$ cat config.mk
export PLATFORM = sky130hd
export DESIGN_NAME = timer_event_counter_capture
export DESIGN_NICKNAME = d
export VERILOG_FILES = /design/src/edge_qualifier.v /design/src/timer_event_counter_capture.v
export VERILOG_INCLUDE_DIRS = /design/src
export SDC_FILE = /design/constraint.sdc
export NUM_CORES = 1
export LEC_CHECK = 0
export BUFFER_PORTS_ARGS = -buffer_cell sky130_fd_sc_hd__clkbuf_2
export CORE_MARGIN = 2
export CORE_UTILIZATION = 55
export CTS_BUF_LIST = sky130_fd_sc_hd__clkbuf_8
export DETAILED_ROUTE_END_ITERATION = 6
export PLACE_DENSITY = 0.78
export SLEW_MARGIN = 20
export SYNTH_ARGS = -nofsm -noshare
export SYNTH_HDL_FRONTEND = slang
export SYNTH_HIERARCHICAL = 1
export SYNTH_SLANG_ARGS = --single-unit
export TNS_END_PERCENT = 50
$ cat constraint.sdc
create_clock -name clk_sys_in -period 4.4 [get_ports clk_sys_in]
set_clock_uncertainty 0.1 [all_clocks]
set_input_delay 0.44 -clock clk_sys_in [delete_from_list [all_inputs] [get_ports clk_sys_in]]
set_output_delay 0.44 -clock clk_sys_in [all_outputs]
set_load 0.05 [all_outputs]
$ cat src/tmr_map.vh
// Register offsets, field positions, reset values and codes for the 16-bit timer/event counter.
// Assumes an APB slave with 32-bit data, one aligned word per register.
//
// Contract
// [RULE_01] Interval mode: on match clear counter, keep counting, pulse match request.
// [RULE_02] Match interval is compare value plus one count-clock periods, 0001H to FFFFH.
// [RULE_03] In clear-on-match operation overflow sets only when compare holds FFFFH. The code also sets it whenever the count wraps past a lowered compare.
// [RULE_04] Compare lowered below count: counter runs on, wraps, restarts before matching.
// [RULE_05] Software restarts the timer after lowering the compare value while running.
// [RULE_06] Count clock selected by prescaler config bits 1 and 0.
// [RULE_07] Software sets capture control, compare, count clock, then mode register last.
// [RULE_08] Event mode increments once per qualified valid primary input edge.
// [RULE_09] Event mode: on match clear counter and pulse match request.
// [RULE_10] Software loads a nonzero compare value in event counter mode.
// [RULE_11] Primary edge sensitivity chosen by prescaler config bits 5 and 4.
// [RULE_12] Event input sampled on system clock; edge needs valid level twice.
// [RULE_13] After start, counting begins only after a twice-detected valid edge.
// [RULE_14] Software reads the running counter, not the compare register, for events.
// [RULE_15] Capture inputs sampled at count clock; capture after valid level seen twice. The code samples them every system clock when counting primary edges.
// [RULE_16] Free-running, primary edge copies count into capture b and pulses its request.
// [RULE_17] Secondary edge, bits 7 and 6, copies count into capture a, pulses request.
// [RULE_18] Free-running pulse widths are valid only up to one counter period.
// [RULE_19] Edge field: 00 falling, 01 rising, 11 both, 10 prohibited.
// [RULE_20] Clock field: 00 system, 01 divide by 4, 10 divide by 256, 11 primary edges.
// [RULE_21] Each match or capture request is one pulse synchronous to the count clock.
`ifndef TMR_MAP_VH
`define TMR_MAP_VH

// Register byte offsets.
`define OFS_UP_COUNTER 12'h000
`define OFS_CMP_CAP_A 12'h004
`define OFS_CMP_CAP_B 12'h008
`define OFS_CAP_CMP_CTRL 12'h00C
`define OFS_PRESCALER_CFG 12'h010
`define OFS_MODE_CTRL 12'h014

// Reset values.
`define RST_BYTE 8'h00
`define RST_WORD 16'h0000

// Prescaler config fields.
`define CLK_SEL_LSB 0
`define PRI_EDGE_LSB 4
`define SEC_EDGE_LSB 6

// Count clock codes.
`define CLK_SYS 2'h0
`define CLK_DIV4 2'h1
`define CLK_DIV256 2'h2
`define CLK_PRI_EDGE 2'h3

// Edge select codes.
`define EDGE_FALL 2'h0
`define EDGE_RISE 2'h1
`define EDGE_BOTH 2'h3

// Prescaler divide terminal counts.
`define DIV4_LAST 8'h03
`define DIV256_LAST 8'hFF

// Mode control fields: bits 3..2 operating mode, bit 0 overflow flag.
`define MODE_LSB 2
`define MODE_STOP 2'h0
`define MODE_FREE 2'h1
`define MODE_CLEAR 2'h3
`define OVF_BIT 0

// Capture control: bit 0 makes register a capture register, bit 2 enables capture b.
`define CAPA_EN_BIT 0
`define CAPB_EN_BIT 2

`define CNT_MAX 16'hFFFF

`endif

$ cat src/edge_qualifier.v
// Two-sample edge qualifier for one timer input pin.
// Assumes the pin is already synchronous to clk_sys_in; sample_in marks the sampling instants.
`include "tmr_map.vh"

module edge_qualifier (
    // Clock and reset.
    input wire clk_sys_in,
    input wire reset_in,
    // Control.
    input wire clear_in,
    input wire sample_in,
    input wire [1:0] edge_sel_in,
    // Pin and result.
    input wire pin_in,
    output reg edge_out
);

    reg sample_reg;
    reg level_reg;

    // A level is accepted only when two successive samples agree, so short glitches vanish.
    // While cleared the accepted level rests low, so a high pin after start reads as a rising edge.
    always @(posedge clk_sys_in) begin
        if (reset_in || clear_in) begin
            sample_reg <= 1'b0;
            level_reg <= 1'b0;
            edge_out <= 1'b0;
        end else begin
            edge_out <= 1'b0;
            if (sample_in) begin
                sample_reg <= pin_in;
                if (pin_in == sample_reg && pin_in != level_reg) begin // see [RULE_12] see [RULE_15]
                    level_reg <= pin_in;
                    case (edge_sel_in) // see [RULE_19]
                        `EDGE_FALL: edge_out <= ~pin_in;
                        `EDGE_RISE: edge_out <= pin_in;
                        `EDGE_BOTH: edge_out <= 1'b1;
                        default: edge_out <= 1'b0;
                    endcase
                end
            end
        end
    end

endmodule // edge_qualifier

$ cat src/timer_event_counter_capture.v
// 16-bit timer/event counter with interval, event counting and capture modes.
// Assumes an APB master on the register side and edge inputs synchronous to clk_sys_in.
`include "tmr_map.vh"

module timer_event_counter_capture (
    // Clock and reset.
    input wire clk_sys_in,
    input wire reset_in,
    // APB slave.
    input wire psel_in,
    input wire penable_in,
    input wire pwrite_in,
    input wire [11:0] paddr_in,
    input wire [31:0] pwdata_in,
    output reg [31:0] prdata_out,
    output reg pready_out,
    output reg pslverr_out,
    // Edge inputs.
    input wire edge_input_primary_in,
    input wire edge_input_secondary_in,
    // Interrupt request pulses.
    output reg irq_match_a_out,
    output reg irq_capture_b_out
);

    ////////////////////////////////////////////////////////////////////////////
    // Registers.

    reg [15:0] up_counter_reg;
    reg [15:0] compare_capture_a_reg;
    reg [15:0] compare_capture_b_reg;
    reg [7:0] capture_compare_control_reg;
    reg [7:0] prescaler_config_reg;
    reg [7:0] timer_mode_control_reg;
    reg [7:0] div_reg;
    reg tick_reg;

    wire [1:0] clk_sel = prescaler_config_reg[`CLK_SEL_LSB+1:`CLK_SEL_LSB];
    wire [1:0] mode = timer_mode_control_reg[`MODE_LSB+1:`MODE_LSB];
    wire running = (mode != `MODE_STOP);
    wire clear_mode = (mode == `MODE_CLEAR);
    wire cap_a_en = capture_compare_control_reg[`CAPA_EN_BIT];
    wire cap_b_en = capture_compare_control_reg[`CAPB_EN_BIT];

    // Address decode helper, used by both the write commit and the error answer.
    function mapped;
        input [11:0] addr;
        begin
            if (addr == `OFS_UP_COUNTER) mapped = 1'b1;
            else if (addr == `OFS_CMP_CAP_A) mapped = 1'b1;
            else if (addr == `OFS_CMP_CAP_B) mapped = 1'b1;
            else if (addr == `OFS_CAP_CMP_CTRL) mapped = 1'b1;
            else if (addr == `OFS_PRESCALER_CFG) mapped = 1'b1;
            else if (addr == `OFS_MODE_CTRL) mapped = 1'b1;
            else mapped = 1'b0;
        end
    endfunction

    ////////////////////////////////////////////////////////////////////////////
    // APB handshake: one wait state, writes land at the edge that sees pready high.

    wire access = psel_in && penable_in;
    wire wr_commit = access && pready_out && pwrite_in && mapped(paddr_in);

    reg [31:0] rdata;

    // Read multiplexer; unmapped addresses read zero.
    always @* begin
        rdata = 32'h0000_0000;
        if (paddr_in == `OFS_UP_COUNTER) rdata = {16'h0000, up_counter_reg}; // see [RULE_14]
        else if (paddr_in == `OFS_CMP_CAP_A) rdata = {16'h0000, compare_capture_a_reg};
        else if (paddr_in == `OFS_CMP_CAP_B) rdata = {16'h0000, compare_capture_b_reg};
        else if (paddr_in == `OFS_CAP_CMP_CTRL) rdata = {24'h000000, capture_compare_control_reg};
        else if (paddr_in == `OFS_PRESCALER_CFG) rdata = {24'h000000, prescaler_config_reg};
        else if (paddr_in == `OFS_MODE_CTRL) rdata = {24'h000000, timer_mode_control_reg};
    end

    // Answer flops; pready drops after each completed access so every transfer sees one wait.
    always @(posedge clk_sys_in) begin
        if (reset_in) begin
            pready_out <= 1'b0;
            prdata_out <= 32'h0000_0000;
            pslverr_out <= 1'b0;
        end else begin
            pready_out <= access && !pready_out;
            prdata_out <= (access && !pready_out && !pwrite_in) ? rdata : 32'h0000_0000;
            pslverr_out <= access && !pready_out && !mapped(paddr_in);
        end
    end

    ////////////////////////////////////////////////////////////////////////////
    // Count clock generation.

    // The prescaler runs only while the timer runs so each start has a clean phase.
    always @(posedge clk_sys_in) begin
        if (reset_in || !running) begin
            div_reg <= 8'h00;
            tick_reg <= 1'b0;
        end else begin
            div_reg <= div_reg + 8'h01;
            case (clk_sel) // see [RULE_06] see [RULE_20]
                `CLK_SYS: tick_reg <= 1'b1;
                `CLK_DIV4: tick_reg <= ({6'h00, div_reg[1:0]} == `DIV4_LAST);
                `CLK_DIV256: tick_reg <= (div_reg == `DIV256_LAST);
                default: tick_reg <= 1'b0;
            endcase
        end
    end

    ////////////////////////////////////////////////////////////////////////////
    // Input qualification.

    wire pri_count_edge;
    wire pri_cap_edge;
    wire sec_cap_edge;
    // Event counting samples every system clock; captures sample at the count clock, or every system clock when counting primary edges.
    wire cap_sample = (clk_sel == `CLK_PRI_EDGE) ? 1'b1 : tick_reg;

    // Event counting filter: a stopped timer clears it, so counting waits for a qualified edge.
    edge_qualifier u_pri_count (
        .clk_sys_in(clk_sys_in),
        .reset_in(reset_in),
        .clear_in(!running || clk_sel != `CLK_PRI_EDGE),
        .sample_in(1'b1), // see [RULE_12] see [RULE_13]
        .edge_sel_in(prescaler_config_reg[`PRI_EDGE_LSB+1:`PRI_EDGE_LSB]), // see [RULE_11]
        .pin_in(edge_input_primary_in),
        .edge_out(pri_count_edge)
    );

    // Primary capture filter, sampled at the count clock, or every system clock when counting primary edges.
    edge_qualifier u_pri_cap (
        .clk_sys_in(clk_sys_in),
        .reset_in(reset_in),
        .clear_in(!running),
        .sample_in(cap_sample), // see [RULE_15]
        .edge_sel_in(prescaler_config_reg[`PRI_EDGE_LSB+1:`PRI_EDGE_LSB]),
        .pin_in(edge_input_primary_in),
        .edge_out(pri_cap_edge)
    );

    // Secondary capture filter.
    edge_qualifier u_sec_cap (
        .clk_sys_in(clk_sys_in),
        .reset_in(reset_in),
        .clear_in(!running),
        .sample_in(cap_sample), // see [RULE_15]
        .edge_sel_in(prescaler_config_reg[`SEC_EDGE_LSB+1:`SEC_EDGE_LSB]), // see [RULE_17]
        .pin_in(edge_input_secondary_in),
        .edge_out(sec_cap_edge)
    );

    ////////////////////////////////////////////////////////////////////////////
    // Counter, match, capture and control registers.

    wire count_tick = (clk_sel == `CLK_PRI_EDGE) ? pri_count_edge : tick_reg; // see [RULE_08]
    // Match only while compare_capture_a acts as compare; a capture register never clears.
    wire match = clear_mode && !cap_a_en && (up_counter_reg == compare_capture_a_reg);
    wire wrap = (up_counter_reg == `CNT_MAX);

    // Hardware events take priority over a software write in the same cycle.
    always @(posedge clk_sys_in) begin
        if (reset_in) begin
            up_counter_reg <= `RST_WORD;
            compare_capture_a_reg <= `RST_WORD;
            compare_capture_b_reg <= `RST_WORD;
            capture_compare_control_reg <= `RST_BYTE;
            prescaler_config_reg <= `RST_BYTE;
            timer_mode_control_reg <= `RST_BYTE;
            irq_match_a_out <= 1'b0;
            irq_capture_b_out <= 1'b0;
        end else begin
            irq_match_a_out <= 1'b0;
            irq_capture_b_out <= 1'b0;
            // Software writes first, so the hardware assignments below override them.
            if (wr_commit) begin
                if (paddr_in == `OFS_CMP_CAP_A) compare_capture_a_reg <= pwdata_in[15:0];
                else if (paddr_in == `OFS_CMP_CAP_B) compare_capture_b_reg <= pwdata_in[15:0];
                else if (paddr_in == `OFS_CAP_CMP_CTRL) capture_compare_control_reg <= pwdata_in[7:0];
                else if (paddr_in == `OFS_PRESCALER_CFG) prescaler_config_reg <= pwdata_in[7:0];
                else if (paddr_in == `OFS_MODE_CTRL) timer_mode_control_reg <= pwdata_in[7:0];
            end
            if (!running) begin
                up_counter_reg <= `RST_WORD;
            end else if (count_tick) begin
                if (match) begin
                    up_counter_reg <= `RST_WORD; // see [RULE_01] see [RULE_09] see [RULE_02]
                    irq_match_a_out <= 1'b1; // see [RULE_21]
                end else begin
                    // A compare below the count is passed by; the count wraps first.
                    up_counter_reg <= up_counter_reg + 16'h0001; // see [RULE_04]
                end
                // In clear mode the count reaches FFFFH when compare is FFFFH or was lowered below the count.
                if (wrap) begin
                    timer_mode_control_reg[`OVF_BIT] <= 1'b1; // see [RULE_03]
                end
            end
            if (running && pri_cap_edge && cap_b_en) begin
                compare_capture_b_reg <= up_counter_reg; // see [RULE_16]
                irq_capture_b_out <= 1'b1; // see [RULE_21]
            end
            if (running && sec_cap_edge && cap_a_en) begin
                compare_capture_a_reg <= up_counter_reg; // see [RULE_17]
                irq_match_a_out <= 1'b1;
            end
        end
    end

endmodule // timer_event_counter_capture

## Yosys cells after proc, flatten, opt, wreduce, memory -nomap -nowiden

Index checks and enable logic that the tools add are counted.
W data, S select, Z words.

- Add/sub/neg operators: 2
- Equal/unequal tests: 25
- Multiplexer cells: 40
- Bitwise operators: 12
- Reductions and logical operators: 46

Operators by type and width:

| cell | count |
|---|---|
| $mux W16 | 11 |
| $eq A12 B4 Y1 const B | 2 |
| $eq A12 B5 Y1 const B | 2 |
| $mux W8 | 3 |
| $mux W1 | 23 |
| $add A16 B1 Y16 const B | 1 |
| $eq A16 B16 Y1 | 1 |
| $eq A16 B16 Y1 const B | 1 |
| $logic_and A1 B1 Y1 | 16 |
| $eq A12 B3 Y1 const B | 1 |
| $eq A2 B2 Y1 const B | 6 |
| $logic_not A12 Y1 | 1 |
| $not A1 Y1 | 12 |
| $reduce_bool A2 Y1 | 5 |
| $pmux W1 S3 | 3 |
| $add A8 B1 Y8 const B | 1 |
| $eq A8 B8 Y1 const B | 1 |
| $reduce_or A7 Y1 | 1 |
| $eq A2 B1 Y1 const B | 3 |
| $logic_not A2 Y1 | 3 |
| $reduce_and A2 Y1 | 3 |
| $reduce_and A6 Y1 | 1 |
| $reduce_or A2 Y1 | 3 |
| $reduce_or A3 Y1 | 2 |
| 9 further kinds | 19 |

- Register bits: 126
- Output and inout bits: 36
- Word-level logic and storage cells: 149

## Logic depth before layout (Yosys ltp)

- Depth in word-level cells: 12
- Mapped depth: 7
- Depth with buffers taken out: 5

## By module

Netlist, hierarchy kept.

Modules (own cells, without submodules):

| module | times used | cells an instance | area each (um^2) | sequential area each (um^2) |
|---|---|---|---|---|
| timer_event_counter_capture | 1 | 569 | 5028.6 | 2021.9 |
| edge_qualifier | 3 | 14 | 146.4 | 60.1 |

## Least setup slack after synthesis

Ideal clock, no wire load.

- Path type: register to register
- From: reg pready_out
- To: reg timer_mode_control_reg[1]
- Setup time: 0.128 ns
- Arrival time: 1.807 ns
- Setup slack: 2.365 ns
- Stages on the path, launching flop included: 7
- Path buffers: 1
- Clock period less this slack: 2.035 ns
- Cells stage by stage: dfxtp_1 -> and4_1 -> nand3_1 -> or3_1 -> buf_2 -> mux2i_1 -> nor2_1

- Longest elaborated chain between the ends: 4

Ends and longest elaborated chain:

| what | RTL line | text |
|---|---|---|
| from (decl) | timer_event_counter_capture.v:16 | `output reg pready_out,` |
| from (signal assigned) | timer_event_counter_capture.v:85 | `pready_out <= access && !pready_out;` |
| $logic_and A1 B1 Y1 (3 in a row) | timer_event_counter_capture.v:63 | `wire wr_commit = access && pready_out && pwrite_in && mapped(paddr_in);` |
| $reduce_and A6 Y1 (no line) | - |  |
| to (signal assigned) | timer_event_counter_capture.v:168 | `` timer_mode_control_reg <= `RST_BYTE; `` |
| to (signal assigned) | timer_event_counter_capture.v:180 | `` else if (paddr_in == `OFS_MODE_CTRL) timer_mode_control_reg <= pwdata_in[7:0]; `` |
| to (decl) | timer_event_counter_capture.v:34 | `reg [7:0] timer_mode_control_reg;` |

Every way passes these cells.
A chain may end at the register's enable or synchronous reset.

## Worst setup path in the final report

- From: in paddr_in[4]
- To: reg prdata_out[3]

- Longest elaborated chain between the ends: 7

Ends and longest elaborated chain:

| what | RTL line | text |
|---|---|---|
| from (decl) | timer_event_counter_capture.v:13 | `input wire [11:0] paddr_in,` |
| $eq A12 B5 Y1 (no line) | - |  |
| $mux W8 | timer_event_counter_capture.v:75 | `` else if (paddr_in == `OFS_MODE_CTRL) rdata = {24'h000000, timer_mode_control_reg}; `` |
| $mux W8 | timer_event_counter_capture.v:74 | `` else if (paddr_in == `OFS_PRESCALER_CFG) rdata = {24'h000000, prescaler_config_reg}; `` |
| $mux W8 | timer_event_counter_capture.v:73 | `` else if (paddr_in == `OFS_CAP_CMP_CTRL) rdata = {24'h000000, capture_compare_control_reg}; `` |
| $mux W16 | timer_event_counter_capture.v:72 | `` else if (paddr_in == `OFS_CMP_CAP_B) rdata = {16'h0000, compare_capture_b_reg}; `` |
| $mux W16 | timer_event_counter_capture.v:71 | `` else if (paddr_in == `OFS_CMP_CAP_A) rdata = {16'h0000, compare_capture_a_reg}; `` |
| $mux W16 (*) | timer_event_counter_capture.v:70 | `` if (paddr_in == `OFS_UP_COUNTER) rdata = {16'h0000, up_counter_reg}; `` |
| to (signal assigned) | timer_event_counter_capture.v:86 | `prdata_out <= (access && !pready_out && !pwrite_in) ? rdata : 32'h0000_0000;` |
| to (decl) | timer_event_counter_capture.v:15 | `output reg [31:0] prdata_out,` |

Every way passes the cells marked *; elsewhere a longest branch is shown, timed or not.

==> flow_summary_export.csv <==
group,metric,value,unit
sta,max_slew_margin,33.3,%
clock_network,htreeDepth,3,
synth,syn_avg_cell_area,8.95,um2
die,core,9730,um2
finish,drive_gt1_share,14.8,%
drt,wl_per_cell,16.8,um
sta,min_period_over_period,59.5,%
die,dieArea,10800,um2
placed_design,place_hpwl,9120,um
sta,max_freq,382,MHz
finish,diodes,0,
die,die_h,104,um
run_status,status,"completed",
critical_path,end_kind,"flop",
die,io_pins,87,
clock_network,clk_pin_slew,0.10,ns
finish,fin_cells,780,
drt,drtAntennaViolNets,0,
placed_design,placedCellCount,763,
drt,drt_iter0_markers,360,
critical_path,worst_setup_path_start_kind,"input pin",
grt,grt_pass1_wl,21400,um
drt,drc,0,
pwr,p_leak,2.44,nW
pwr,powerDensity,297,nW/um2
finish,area_growth,7.80,%
clock_network,clk_latency,0.38,ns
sta,hold_ws,0.211,ns
synth,ys_types,54,
critical_path,cp_max_fo,13,
die,fp-row-count,36,
drt,drt_pass1_iterations,7,
clock_network,clockRootBuffer,"clkbuf_8",
grt,antenna_found_initial,0,
pwr,ir_drop,0.158,mV
clock_network,cts.sinks,110,
sta,report.final.slew_viol_count,0,
finish,nNetsFinal,695,
synth,netlist_area,5470,um2
sta,tns,0,ns
grt,grt_overflow_total,0,
placed_design,port_buffers,54,
grt,grt_pass1_vias,4311,
critical_path,critPathBufInv,1,
critical_path,critPathArrivalTime,2.75,ns
placed_design,gp_congestion,0.898,
critical_path,crit_family,"simple AND/OR/NAND/NOR gates",
clock_network,hold_buffers,0,
sta,worst_pin_slew,0.999,ns
synth,seq_area_frac_synth,40.3,%
grt,grt_max_degree,69,
clock_network,cts.path.max_buffers,2,
flow_run,max_cap_violations,0,
synth,syn-instance-count,611,
clock_network,cts_made_buffers,9,
finish,postLayoutCellArea,5890,um2
min_path,hold_class,"input pin to flop",
synth,ys_async_sr_fraction,0,%
critical_path,critPathRequiredTime,4.53,ns
synth,yosys_warnings,6,
sta,hold_violations,0,
clock_network,cts_tree,"yes",
critical_path,crit_type,"input pin to flop",
critical_path,cpMaxStageDelayCell,"nor2_1",
clock_network,cts_setup_buffers,0,
sta,setup_viol,0,
synth,yosys_most_used_dff,"dfxtp_1",
die,start_util,56.2,%
drt,wl,13100,um
drt,vias_per_cell,5.80,
synth,ys_seq_elements,110,
sta,rsz0062_at_grt,"false",
die,die_w,104,um
placed_design,place_area,5670,um2
critical_path,cpPeakStageDelay,0.80,ns
synth,synth_edf_count,0,
critical_path,path_cells,"clkbuf_2, nor3_1, nand2_1, nor2_1, a222oi_1, o31ai_1",
drt,vias,4521,
clock_network,cts-resized-gates,0,
grt,grt_usage,24.6,%
sta,fin_crit,2.62,ns
## synth_stat cells, types with 4 or more instances
library cell,count,area [um2]
nand4_1,4,25.0
buf_2,12,60.1
mux2_2,4,45.0
nor3_1,24,120
clkbuf_1,18,67.6
nor2_1,102,383
a21oi_1,36,180
a211oi_1,35,263
xnor2_1,14,123
xor2_1,23,201
nor2b_1,5,31.3
buf_4,26,195
inv_1,16,60.1
dfxtp_1,110,2200
o31ai_1,5,37.5
nand2_1,14,52.6
a222oi_1,4,40.0
and3_1,6,37.5
mux2i_1,63,631
nand2b_1,6,37.5
or3_1,4,25.0
nor4_1,7,43.8
nand3_1,15,75.1
o22ai_1,4,25.0
## power breakdown
part	internal [mW]	switching [mW]	leakage (nW)	total, mW
clock	0.282	0.361	0.0993	0.643
combinational	0.0277	0.0840	1.46	0.112
sequential	0.996	0.000440	0.886	0.996
total	1.31	0.445	2.44	1.75
## metrics by stage
step	utilization [%]	setup WS, ns	total power, mW
floorplan	-	2.37	1.10
global placement	58.3	1.59	1.13
detailed placement	58.3	1.50	1.13
CTS	60.4	1.90	1.75
global route	60.6	1.64	1.81
finish	60.6	1.78	1.75
## worst reg2reg max path: stages (launching register included)
cell,delay [ns]
dfxtp_1,0.38
and4_1,0.22
nand3_1,0.18
nor2b_1,0.82
mux2i_1,0.29
nor2_1,0.05
## path summary, 6_finish.rpt
kind	slack, ns	end	from	cells after the start
hold reg to reg	0.38	div_reg[0]	div_reg[0]	1
hold / removal	0.21	pready_out	penable_in	3
setup / recovery	1.78	prdata_out[3]	paddr_in[4]	6
setup reg to reg	2.23	prescaler_config_reg[1]	pready_out	5
## cell families after synthesis
group,after synthesis,synth area share (%)
other,2,0.137
adder cells (fa/ha/maj),2,0.458
AND/OR/NAND/NOR,212,20.0
XOR/XNOR,37,5.93
multiplexers,67,12.4
flip-flops,110,40.3
AO/OA/AOI/OAI,108,13.8
buffers and inverters,73,7.09
## cell type report
type	instances	area, um2
sequential	110	2200
multi-input combinational	446	2950
clock inverter	6	67.6
tap	133	166
timing repair buffer	59	315
clock buffer	10	138
inverter	16	60.1
fill	829	3830
## layer usage
metal  track usage, %  up-vias  wire length [um]
li1                 -     2183                 -
met1             31.2     2162              5730
met2             41.0      156              6310
met3             5.98       20               814
met4             8.59        0               232
met5                0        -                 0
## cells in the final DEF (no fill, tap or decap), types with 3 or more instances in the layout
master,Yosys,layout
a211oi_1,35,35
a21o_1,3,3
a21o_2,3,3
a21oi_1,36,36
a222oi_1,4,4
a22oi_1,3,3
a31oi_1,3,3
and2_1,3,3
and3_1,6,6
and4_1,3,3
and4b_1,3,3
buf_4,26,4
clkbuf_2,1,54
clkbuf_8,0,10
conb_1,2,20
dfxtp_1,110,110
inv_1,16,16
mux2_2,4,4
mux2i_1,63,63
nand2_1,14,14
nand2b_1,6,6
nand3_1,15,15
nand4_1,4,4
nor2_1,102,102
nor2b_1,5,5
nor3_1,24,24
nor4_1,7,7
nor4b_2,3,3
o21ai_0,3,3
o22ai_1,4,4
o31ai_1,5,5
or3_1,4,4
xnor2_1,14,14
xor2_1,23,23
Note: power is estimated with default switching activity, not from simulation.
